$ cat src/fpg_pkg.sv
/*
 * Shared constants and types for the fan pin general I/O block.
 * Assumes a byte-wide register port decoded from the serial host
 * interface on the same clock as the block.
 */
package fpg_pkg;
    localparam int FPG_PINS = 4;
    localparam logic [7:0] FPG_SETUP_ADDR = 8'h80;
    localparam logic [7:0] FPG_STATE_ADDR = 8'h81;
    localparam logic [7:0] FPG_SETUP_RST = 8'h00;
    localparam logic [7:0] FPG_STATE_RST = 8'h00;
    // Pin n (index i = n-1) fields inside the setup register.
    localparam int FPG_DIR_POS1 = 7;
    localparam int FPG_POL_POS1 = 6;
    localparam int FPG_FIELD_STEP = 2;
    // State bits for pins 1..4 sit from this bit upward.
    localparam int FPG_STATE_POS1 = 4;
    localparam int FPG_TEST_MSB = 3;
    // Repurpose enable bit of pin 1; later pins sit one bit lower each.
    localparam int FPG_EN_POS1 = 3;

    typedef struct packed {
        logic wr;
        logic rd;
        logic [7:0] addr;
        logic [7:0] wdata;
    } fpg_req_t;
endpackage

$ cat src/fpg_port.sv
/*
 * Fan pin general I/O: setup and state registers, pin drive and input
 * sampling for four repurposed fan-drive pins.
 * Assumes the serial host decoder issues one-cycle read and write
 * strobes on ref_clk, and the fan controller supplies its drive levels.
 */
`timescale 1ns/10ps
module fpg_port
    import fpg_pkg::*;
#(
    parameter int PINS = FPG_PINS
) (
    input wire logic ref_clk,
    input wire logic sys_rst,
    input wire logic ce,
    input wire fpg_req_t req,
    output logic [7:0] rd_data,
    input wire logic [3:0] repurpose_enable,
    input wire logic [3:0] min_duty_lsb,
    input wire logic [3:0] fan_drive_level,
    input wire logic [3:0] pin_in,
    output logic [3:0] pin_out,
    output logic [3:0] pin_oe_n
);
    // Refuse widths that the fixed four-pin register layout cannot serve.
    if (PINS != FPG_PINS) begin : g_pins_check
        $error("fpg_port serves exactly four pins");
    end

    function automatic int dir_pos(input int i);
        return FPG_DIR_POS1 - FPG_FIELD_STEP * i;
    endfunction

    function automatic int pol_pos(input int i);
        return FPG_POL_POS1 - FPG_FIELD_STEP * i;
    endfunction

    logic [7:0] setup_q, setup_d;
    logic [7:0] state_q, state_d;
    logic [7:0] rd_data_q, rd_data_d;
    logic [3:0] pin_out_q, pin_out_d;
    logic [3:0] pin_oe_n_q, pin_oe_n_d;
    logic [3:0] s1_q, s2_q, s3_q, filt_q;
    logic [3:0] filt_d;
    logic [3:0] en, dir, pol, asserted_in;

    // Per-pin views of the enable, direction and polarity fields.
    always_comb begin
        for (int i = 0; i < 4; i++) begin
            en[i] = repurpose_enable[FPG_EN_POS1 - i];
            dir[i] = setup_q[dir_pos(i)];
            pol[i] = setup_q[pol_pos(i)];
            asserted_in[i] = pol[i] ? filt_q[i] : ~filt_q[i];
        end
    end

    // Three-stage sampler; a change counts once stages two and three agree.
    always_comb begin
        for (int i = 0; i < 4; i++) begin
            filt_d[i] = (s2_q[i] == s3_q[i]) ? s3_q[i] : filt_q[i];
        end
    end

    always_ff @(posedge ref_clk or posedge sys_rst) begin
        if (sys_rst) begin
            s1_q <= 4'h0;
            s2_q <= 4'h0;
            s3_q <= 4'h0;
            filt_q <= 4'h0;
        end else if (ce) begin
            s1_q <= pin_in;
            s2_q <= s1_q;
            s3_q <= s2_q;
            filt_q <= filt_d;
        end
    end

    // Register writes, live input state, read data and pin drive.
    always_comb begin
        logic wr_setup, wr_state;
        logic on;
        on = 1'b0;
        wr_setup = req.wr && (req.addr == FPG_SETUP_ADDR);
        wr_state = req.wr && (req.addr == FPG_STATE_ADDR);
        setup_d = wr_setup ? req.wdata : setup_q;
        state_d = state_q;
        if (wr_state) begin
            state_d[FPG_TEST_MSB:0] = req.wdata[FPG_TEST_MSB:0];
        end
        pin_out_d = 4'h0;
        pin_oe_n_d = 4'hf;
        for (int i = 0; i < 4; i++) begin
            if (en[i] && !dir[i]) begin
                // Input pins: bit follows the sampled asserted level.
                state_d[FPG_STATE_POS1 + i] = asserted_in[i];
            end else if (wr_state) begin
                state_d[FPG_STATE_POS1 + i] =
                    req.wdata[FPG_STATE_POS1 + i];
            end
            if (en[i]) begin
                // Asserted when the state bit or duty LSB asks for it.
                on = state_q[FPG_STATE_POS1 + i] | min_duty_lsb[i];
                pin_out_d[i] = pol[i] ? on : ~on;
                pin_oe_n_d[i] = ~dir[i];
            end else begin
                pin_out_d[i] = fan_drive_level[i];
                pin_oe_n_d[i] = 1'b0;
            end
        end
        rd_data_d = rd_data_q;
        if (req.rd) begin
            case (req.addr)
                FPG_SETUP_ADDR: rd_data_d = setup_q;
                FPG_STATE_ADDR: rd_data_d = state_q;
                default: rd_data_d = 8'h00;
            endcase
        end
    end

    always_ff @(posedge ref_clk or posedge sys_rst) begin
        if (sys_rst) begin
            setup_q <= FPG_SETUP_RST;
            state_q <= FPG_STATE_RST;
            rd_data_q <= 8'h00;
            pin_out_q <= 4'h0;
            pin_oe_n_q <= 4'hf;
        end else if (ce) begin
            setup_q <= setup_d;
            state_q <= state_d;
            rd_data_q <= rd_data_d;
            pin_out_q <= pin_out_d;
            pin_oe_n_q <= pin_oe_n_d;
        end
    end

    assign rd_data = rd_data_q;
    assign pin_out = pin_out_q;
    assign pin_oe_n = pin_oe_n_q;

    // Checks on register and pin behaviour.
    // A setup write lands in the register one edge later.
    setup_write_a: assert property (
        @(posedge ref_clk) disable iff (sys_rst)
        ce && req.wr && req.addr == FPG_SETUP_ADDR
        |=> setup_q == $past(req.wdata))
        else $error("setup write lost");
    // An enabled output pin is driven on the next edge.
    out_dir_a: assert property (
        @(posedge ref_clk) disable iff (sys_rst)
        ce && repurpose_enable[FPG_EN_POS1] && setup_q[FPG_DIR_POS1]
        |=> !pin_oe_n[0])
        else $error("pin 1 output not driven");
    // An enabled input pin is released on the next edge.
    in_dir_a: assert property (
        @(posedge ref_clk) disable iff (sys_rst)
        ce && repurpose_enable[FPG_EN_POS1] && !setup_q[FPG_DIR_POS1]
        |=> pin_oe_n[0])
        else $error("pin 1 input driven");
    // Output level follows state or duty data through the polarity.
    pol_drive_a: assert property (
        @(posedge ref_clk) disable iff (sys_rst)
        ce && repurpose_enable[FPG_EN_POS1 - 1]
        && setup_q[dir_pos(1)]
        |=> pin_out[1] == ($past(setup_q[pol_pos(1)])
            ~^ ($past(state_q[FPG_STATE_POS1 + 1])
            | $past(min_duty_lsb[1]))))
        else $error("pin 2 output level wrong");
    // Duty data alone asserts an active-high output pin.
    duty_out_a: assert property (
        @(posedge ref_clk) disable iff (sys_rst)
        ce && repurpose_enable[0] && setup_q[dir_pos(3)]
        && setup_q[pol_pos(3)] && min_duty_lsb[3]
        |=> pin_out[3] && !pin_oe_n[3])
        else $error("pin 4 duty data not driven");
    // Input state bit shows the asserted level in the top nibble.
    in_state_a: assert property (
        @(posedge ref_clk) disable iff (sys_rst)
        ce && repurpose_enable[0] && !setup_q[dir_pos(3)]
        |=> state_q[FPG_STATE_POS1 + 3]
            == ($past(setup_q[pol_pos(3)]) ~^ $past(filt_q[3])))
        else $error("pin 4 input state wrong");
    // Writes cannot override the state bit of an input pin.
    in_ro_a: assert property (
        @(posedge ref_clk) disable iff (sys_rst)
        ce && repurpose_enable[FPG_EN_POS1] && !setup_q[FPG_DIR_POS1]
        && req.wr && req.addr == FPG_STATE_ADDR
        |=> state_q[FPG_STATE_POS1] == $past(asserted_in[0]))
        else $error("input state bit written");
    // Writes do store the state bit of an output pin.
    out_write_a: assert property (
        @(posedge ref_clk) disable iff (sys_rst)
        ce && repurpose_enable[FPG_EN_POS1] && setup_q[FPG_DIR_POS1]
        && req.wr && req.addr == FPG_STATE_ADDR
        |=> state_q[FPG_STATE_POS1] == $past(req.wdata[FPG_STATE_POS1]))
        else $error("output state bit not written");
    // The low nibble of the state register keeps what was written.
    test_bits_a: assert property (
        @(posedge ref_clk) disable iff (sys_rst)
        ce && req.wr && req.addr == FPG_STATE_ADDR
        |=> state_q[FPG_TEST_MSB:0] == $past(req.wdata[FPG_TEST_MSB:0]))
        else $error("test bits not stored");
    // A pin that is not repurposed carries the normal fan drive.
    fan_pass_a: assert property (
        @(posedge ref_clk) disable iff (sys_rst)
        ce && !repurpose_enable[FPG_EN_POS1 - 2]
        |=> pin_out[2] == $past(fan_drive_level[2]) && !pin_oe_n[2])
        else $error("fan drive not passed");
    // The filtered level takes stage three once stages two and three agree.
    sync_lag_a: assert property (
        @(posedge ref_clk) disable iff (sys_rst)
        ce && s2_q[0] == s3_q[0] |=> filt_q[0] == $past(s3_q[0]))
        else $error("sampler did not settle");
    // Both registers sit at their reset values while reset is held.
    rst_clear_a: assert property (
        @(posedge ref_clk)
        sys_rst |-> setup_q == FPG_SETUP_RST && state_q == FPG_STATE_RST)
        else $error("registers not cleared");
    // A setup read returns the register on the next edge.
    read_back_a: assert property (
        @(posedge ref_clk) disable iff (sys_rst)
        ce && req.rd && req.addr == FPG_SETUP_ADDR
        |=> rd_data == $past(setup_q))
        else $error("setup read wrong");
    // Pin 1 driven high as an enabled output.
    out_cov_c: cover property (@(posedge ref_clk) disable iff (sys_rst)
        !pin_oe_n[0] && repurpose_enable[FPG_EN_POS1] && pin_out[0]);
    // Pin 4 input becomes asserted.
    in_cov_c: cover property (@(posedge ref_clk) disable iff (sys_rst)
        $rose(state_q[FPG_STATE_POS1 + 3]));
    // Software reads the state register.
    rd_cov_c: cover property (@(posedge ref_clk) disable iff (sys_rst)
        req.rd && req.addr == FPG_STATE_ADDR);
    // Clock enable low while pin 1 is repurposed.
    freeze_cov_c: cover property (@(posedge ref_clk) disable iff (sys_rst)
        !ce && repurpose_enable[FPG_EN_POS1]);
    // Pin 1 asserted as an active-low input.
    low_in_cov_c: cover property (@(posedge ref_clk) disable iff (sys_rst)
        !setup_q[FPG_POL_POS1] && !setup_q[FPG_DIR_POS1]
        && state_q[FPG_STATE_POS1]);
endmodule

$ cat config.mk
export PLATFORM = sky130hd
export DESIGN_NAME = fpg_port
export DESIGN_NICKNAME = d
export VERILOG_FILES = /design/src/fpg_pkg.sv /design/src/fpg_port.sv
export SDC_FILE = /design/constraint.sdc
export NUM_CORES = 1
export LEC_CHECK = 0
export BUFFER_PORTS_ARGS = -buffer_cell sky130_fd_sc_hd__buf_2
export CORE_MARGIN = 5
export CORE_UTILIZATION = 35
export CTS_CLUSTER_SIZE = 28
export DETAILED_ROUTE_END_ITERATION = 10
export GPL_ROUTABILITY_DRIVEN = 0
export GPL_TIMING_DRIVEN = 0
export SYNTH_ARGS = -nofsm -noshare
export SYNTH_HDL_FRONTEND = slang
export SYNTH_SLANG_ARGS = --single-unit
$ cat constraint.sdc
create_clock -name ref_clk -period 2 [get_ports ref_clk]
set_input_delay 0.1 -clock ref_clk [delete_from_list [all_inputs] [get_ports ref_clk]]
set_output_delay 0.1 -clock ref_clk [all_outputs]
set_load 0.02 [all_outputs]
==> Yosys cells after proc, flatten, opt, wreduce, memory -nomap -nowiden <==
Cells that the tools add are included.
W data, S select, Z words.
{ "classes": {"n_bitwise": 16, "eq_ne": 6, "n_reduce_logical": 25, "mux": 25} }
{ "op_table": {"columns": ["cell", "n"], "rows": [
  ["$mux W1", 24],
  ["$reduce_and A2 Y1", 11],
  ["$eq A8 B8 Y1 const B", 2],
  ["$pmux W8 S2", 1],
  ["$not A1 Y1", 12],
  ["$reduce_bool A2 Y1", 4],
  ["$logic_and A1 B1 Y1", 6],
  ["$eq A1 B1 Y1", 4],
  ["$logic_not A1 Y1", 4],
  ["$or A1 B1 Y1", 4]
]} }
{ "totals": {"wordCells": 88, "reg_bits": 48, "output_inout_bits": 16} }

==> Depth between registers and ports, before layout <==
Gate-level depths: netlist (run 1).
{ "logic_depth": {"depth_word": 4, "depth_mapped": 6, "depth_no_buf": 4} }

==> Least setup slack after synthesis (run 1) <==
OpenSTA, ideal clock, no wires.
{ "synth_timing": {"kind": "input to register", "from": "input req[14] in the netlist's numbering", "to": "register state_q[0]", "setup_slack_ns": 0.283, "stages": 4, "setup_ns": 0.125, "arrival_ns": 1.592, "n_path_buf": 1, "required_ns": 1.875, "cell_sequence": "or4b_4 > or4_4 > buf_6 > mux2_4"} }
{ "synth_between": {"elab_chain_cells": 3} }
{ "synth_lines": {"columns": ["item", "line", "text"], "rows": [
  ["from (decl)", "fpg_port.sv:16", "input wire fpg_req_t req,"],
  ["$eq A8 B8 Y1", "fpg_port.sv:84", "wr_state = req.wr && (req.addr == FPG_STATE_ADDR);"],
  ["$logic_and A1 B1 Y1", "fpg_port.sv:84", null],
  ["$reduce_and A2 Y1 (no source line)", null, null],
  ["to (signal assigned)", "fpg_port.sv:129", "state_q <= state_d;"],
  ["to (decl)", "fpg_port.sv:39", "logic [7:0] state_q, state_d;"]
]} }
No other way between the ends.
A chain may end at the register's enable or synchronous reset.

==> Worst setup path after layout (run 1) <==
{ "layout_timing": {"from": "input ce", "to": "register rd_data_q[2] (netlist: rd_data[2])"} }
{ "layout_between": {"elab_chain_cells": 1} }
{ "layout_lines": {"columns": ["item", "line", "text"], "rows": [
  ["from (decl)", "fpg_port.sv:15", "input wire logic ce,"],
  ["$reduce_and A2 Y1 (no source line)", null, null],
  ["to (signal assigned)", "fpg_port.sv:130", "rd_data_q <= rd_data_d;"],
  ["to (decl)", "fpg_port.sv:40", "logic [7:0] rd_data_q, rd_data_d;"]
]} }
No other way between the ends.

==> results.yml, run 1 <==
critical_path:
  r2r.worst_path.cells: 4
  r2r_end: "state_q[4]"
  path_max_fanout: 10
  rrSetupSlack_ps: 790
  required_ps: 2220
  slowest_delay_ps: 610
  critPathSlowestCell: "clkbuf_1"
  cpMostUsedCell: "clkbuf_1"
  cp_top_family: "buffers and inverters"
  r2r_start: "setup_q[7]"
  crit_path_end_kind: "flop"
  crit_chain: "buf_2, clkbuf_1, clkbuf_1, nand3_1, o21ai_0"
  critPathBufInv: 3
  path_class: "in2reg"
  critPathArrivalTime_ps: 1820
  start_kind: "input port"
yosys:
  synth_nets: 219
  synth_top_cells_by_area: "dfrtp_1 (51%), mux2_2 (15%), dfstp_2 (4.9%)"
  synthesis.instances: 182
  synthXorXnorAreaFrac_pct: 3.25
  synth-async-reset-ratio_pct: 100
  synth_top_family_by_area: "multiplexers"
  synth_compound_area_share_pct: 8.36
  synth_top_area_cell: "dfrtp_1"
  avgSynthCellArea_sq_um: 11.8
  synth_common_cells: "dfrtp_1 (44), mux2_2 (28), a21oi_1 (16)"
  synth_enable_flop_cells: 0
  ys_seq_area_share_pct: 56.0
  muxShareOfSynthArea_pct: 20.7
  ys_types: 26
  synthAdderAreaFrac_pct: 0
  syn-cell-area_sq_um: 2150
  synth-seq-cells: 48
  ys.warnings.count: 0
  synth-simple-area-share_pct: 8.89
  synth_top_area_share_pct: 51.1
  synth_most_common_cell: "dfrtp_1"
  synth_ff_type: "dfrtp_1"
placed_design:
  io_buffers: 51
  place_area_sq_um: 2520
  place_hpwl_microns: 3390
  dp.cells: 309
status:
  status: "completed"
clocking:
  cts_sinks: 48
  clock-root-buffer: "clkbuf_8"
  clockBufferDepth: 2
  clkTransAtPathRegs_ps: 80
  holdBufCountCts: 1
  post_cts_buffers: 0
  htree_levels: 2
  cts_buffers: 5
  cts_tree: "done"
  clk_latency_ps: 300
  cts_resized: 0
floorplan:
  start_util_pct: 36.2
  dieHeight_microns: 88.5
  die_area_sq_um: 7830
  die-width_microns: 88.5
  rows: 28
  design.core.area_sq_um: 5960
  io_pins: 53
cells_and_area:
  drive_gt1_share_pct: 40.7
  fin_cells: 318
  fin_area_sq_um: 2620
  areaGrowthSynthToFinish_pct: 21.8
  fin_nets: 279
  n_antenna_cell: 0
grt:
  grt_start_max_net_pins: 28
  antenna_found_initial: 0
  grt_util_all_layers_pct: 12.4
  grt_overflow_total: 0
  grt_pass1_vias: 1561
  grt_pass1_wl_microns: 7370
hold_path:
  hp-class: "in2reg"
  whs_path_depth: 2
  min_to: "s1_q[2]"
  holdCritStartpoint: "pin_in[2]"
detailed_routing:
  vias: 1536
  routedWlPerCell_microns: 14.3
  route.met2.wl_microns: 2140
  postRouteAntennaNets: 0
  wl_met3_microns: 338
  drt_iter0_markers: 72
  dr.pass1.iters: 5
  via_per_inst: 4.83
  top_layer_used: "met4"
  routed_wl_microns: 4540
  wl_met1_microns: 2000
  drc_errors: 0
job:
  cap_violations: 0
sta:
  fin_skew_ps: 10.6
  relSlewSlack_pct: 52.1
  setup_tns_ps: 0
  min_period_over_period_pct: 80.2
  hold_viol_final: 0
  setup_viol_count_final: 0
  rsz0062_at_grt: "no"
  maxSlewViolCount: 0
  period_needed_ps: 1600
  max_freq_ghz: 0.624
  tightest_slew_ps: 718
power_and_ir_drop:
  power.total_w: 0.00211
  combPwrFrac_pct: 16.5
  peakVddDrop_mv: 0.351
  p_sw_share_pct: 26.7
  p_leak_nw: 1.29
  p_seq_share_pct: 55.2
  p_clk_share_pct: 28.3
  power_density_nw_per_um2: 802
  intPower_w: 0.00154
  p_sw_w: 0.000561
==> cells by family (layout without fill, tap and decap cells) <==
logic type,count (synthesis),count (layout)
AO/OA/AOI/OAI,34,34
XOR/XNOR,8,8
buffers and inverters,14,75
flip-flops,48,48
multiplexers,40,40
AND/OR/NAND/NOR,38,38
==> stage by stage <==
stage | hold WS, ps | util, % | worst slack, ps
after CTS | 19.3 | 44.1 | 377
after detailed placement | 162 | 42.4 | 46.4
final | 27.9 | 44.1 | 397
after global placement | 335 | 42.0 | 47.6
after floorplan | 249 | - | 283
after global routing | 21.5 | 44.1 | 181
==> layout make-up <==
cell class | count | area, sq um
buffer | 6 | 31.3
clock buffer | 8 | 90.1
fill | 609 | 3330
inverter | 8 | 30.0
multi-input combinational | 120 | 887
sequential | 48 | 1210
tap | 75 | 93.8
timing repair buffer | 53 | 285
==> routing by layer <==
metal  GRT usage, %  vias up
met2           20.9       39
li1               -      757
met4           3.98        0
met1           14.8      733
met3           4.19        7
met5              0        -
==> power groups by stage <==
stage	logic, W	clock network, W	registers, W
2_1_floorplan	0.000221	0	0.00119
3_3_place_gp	0.000339	0	0.00118
3_5_place_dp	0.000353	0	0.00118
4_1_cts	0.000356	0.000612	0.00116
5_1_grt	0.000391	0.000649	0.00118
6_report	0.000348	0.000595	0.00116
==> layout by cell type, fill, tap and decap left out <==
| cell | count |
|---|---|
| dfstp_2 | 4 |
| dlygate4sd3_1 | 1 |
| or4b_4 | 1 |
| a31o_2 | 2 |
| dfrtp_1 | 44 |
| buf_2 | 52 |
| buf_1 | 1 |
| o22ai_1 | 2 |
| mux2_4 | 2 |
| xnor2_1 | 4 |
| inv_1 | 7 |
| clkbuf_1 | 5 |
| buf_12 | 1 |
| or3_1 | 1 |
| nand3b_1 | 2 |
| xor2_1 | 4 |
| nor2_1 | 13 |
| clkbuf_8 | 6 |
| mux2i_1 | 10 |
| or4_4 | 1 |
| nand4_1 | 1 |
| nand2b_1 | 4 |
| nand2_1 | 10 |
| o21ai_0 | 14 |
| a21oi_1 | 16 |
| nand3_1 | 3 |
| mux2_2 | 28 |
| buf_6 | 1 |
| nor2b_1 | 2 |
| inv_2 | 1 |
==> registers in the layout (all words and copies together), names as in the netlist <==
signal    cells
pin_oe_n      4
setup_q       8
s3_q          4
pin_out       4
rd_data       8
s2_q          4
filt_q        4
state_q       8
s1_q          4
==> worst max-delay path by stage <==
stage / cells after the start / to / slack, ps / from
finish: 5 / rd_data[2] / 400 / ce
global route: 5 / rd_data[3] / 180 / ce
CTS: 5 / rd_data[3] / 380 / ce
detailed placement: 5 / setup_q[5] / 50 / req[14]
global placement: 2 / state_q[3] / 50 / sys_rst
floorplan: 4 / state_q[0] / 280 / req[14]
(Power assumes the default switching activity.)
==> run 2, diff against run 1 <==
==> constraint.sdc (replaced) <==
create_clock -name ref_clk -period 1.7 [get_ports ref_clk]
set_input_delay 0.085 -clock ref_clk [delete_from_list [all_inputs] [get_ports ref_clk]]
set_output_delay 0.085 -clock ref_clk [all_outputs]
set_load 0.02 [all_outputs]
==> results.yml, run 2 (synthesized netlist as in run 1, its figures left out) <==
critical_path:
  r2r_start: "setup_q[7]"
  r2r.worst_path.cells: 4
  crit_chain: "buf_2, or4b_4, nor2_1, nand4_1, mux2_2"
  rrSetupSlack_ps: 430
  start_kind: "input port"
  critPathArrivalTime_ps: 1740
  r2r_end: "state_q[4]"
  crit_path_end_kind: "flop"
  path_class: "in2reg"
  slowest_delay_ps: 530
  critPathSlowestCell: "or4b_4"
  path_max_fanout: 8
  required_ps: 1890
hold_path:
  holdCritStartpoint: "pin_in[0]"
  min_to: "s1_q[0]"
  hp-class: "in2reg"
  whs_path_depth: 2
grt:
  grt_overflow_total: 0
  grt_pass1_wl_microns: 7650
  antenna_found_initial: 0
  grt_pass1_vias: 1546
  grt_start_max_net_pins: 37
  grt_util_all_layers_pct: 12.9
cells_and_area:
  areaGrowthSynthToFinish_pct: 22.8
  fin_nets: 281
  fin_area_sq_um: 2650
  fin_util_pct: 44.4
  final_common_cell: "buf_2"
  n_antenna_cell: 0
  drive_gt1_share_pct: 40.8
  final_cell_mix: "buf_2 (52), dfrtp_1 (44), mux2_2 (28)"
detailed_routing:
  dr.pass1.iters: 4
  postRouteAntennaNets: 0
  vias: 1548
  routed_wl_microns: 4590
  drt_iter0_markers: 51
  drc_errors: 0
  routedWlPerCell_microns: 14.4
  via_per_inst: 4.84
placed_design:
  place_hpwl_microns: 3450
  io_buffers: 51
  place_area_sq_um: 2520
clocking:
  clk_latency_ps: 300
  clock-root-buffer: "clkbuf_8"
  clockBufferDepth: 2
  htree_levels: 2
  cts_tree: "done"
  clkTransAtPathRegs_ps: 90
  cts_sinks: 48
  cts_buffers: 5
sta:
  tightest_slew_ps: 539
  min_period_over_period_pct: 90.9
  hold_viol_final: 0
  relSlewSlack_pct: 64.1
  hold_ws_ps: 15.4
  setup_viol_count_final: 0
  max_freq_ghz: 0.647
  period_needed_ps: 1540
  maxSlewViolCount: 0
  fin_skew_ps: 6.19
  rsz0062_at_grt: "no"
floorplan:
  design.core.area_sq_um: 5960
  dieHeight_microns: 88.5
  die_area_sq_um: 7830
  start_util_pct: 36.2
  io_pins: 53
  rows: 28
  die-width_microns: 88.5
power_and_ir_drop:
  peakVddDrop_mv: 0.420
  power_density_nw_per_um2: 937
  power.total_w: 0.00248
  p_leak_nw: 1.30
job:
  cap_violations: 0
status:
  status: "completed"
==> run 2: cell count changes in the layout (fill, tap and decap cells not counted) <==
cell,change
clkbuf_2,+1
dlygate4sd3_1,+2
clkbuf_1,-1
==> run 2: power breakdown <==
group          total (W)  internal (W)  leakage (nW)  switching [W]
clock network   0.000697      0.000332        0.0455       0.000365
registers        0.00137       0.00127         0.604      0.0000916
logic           0.000415      0.000214         0.647       0.000201
==> run 2: worst max path at each step <==
stage,slack [ps],start,to
floorplan,100,req[14],state_q[0]
global placement,-240,ce,rd_data[5]
detailed placement,-250,ce,rd_data[1]
CTS,70,ce,rd_data[1]
global route,60,req[14],setup_q[1]
finish,160,req[14],setup_q[0]
==> run 2: per-layer routing <==
layer / vias to the layer above / part of all wire [%] / track usage, % / routed length [microns]
met5: - / 0 / 0 / 0
met4: 0 / 0.78 / 3.30 / 36
met3: 5 / 5.8 / 4.19 / 266
met2: 35 / 47 / 20.1 / 2140
met1: 751 / 47 / 17.5 / 2150
li1: 757 / - / - / -
==> run 2: final cells by class <==
cell class | instances | area, sq um
Buffer | 6 | 32.5
Fill cell | 605 | 3310
Clock buffer | 8 | 90.1
Sequential cell | 48 | 1210
Multi-Input combinational cell | 120 | 887
Tap cell | 75 | 93.8
Timing Repair Buffer | 55 | 305
Inverter | 8 | 30.0
==> run 2: critical path: cells and delay by family <==
kind | cells | cell delay (ps)
mux | 1 | 440
simple gates | 3 | 1120
buf+inv | 1 | 100
==> run 2: what timing repair did <==
action                                 4_1_cts  5_1_grt
resized for setup                            0        2
endpoints found under the hold margin       13        1
setup buffers                                0        0
setup endpoints to repair                    0        7
hold buffers                                 2        1
==> run 2: per-stage QoR <==
stage | TNS (ps) | cells | setup WS (ps)
6_report | 0 | 320 | 155
5_1_grt | 0 | 320 | 60.2
3_5_place_dp | -3800 | 309 | -254
2_1_floorplan | 0 | 182 | 96.6
4_1_cts | 0 | 319 | 69.4
3_3_place_gp | -12360 | 308 | -241
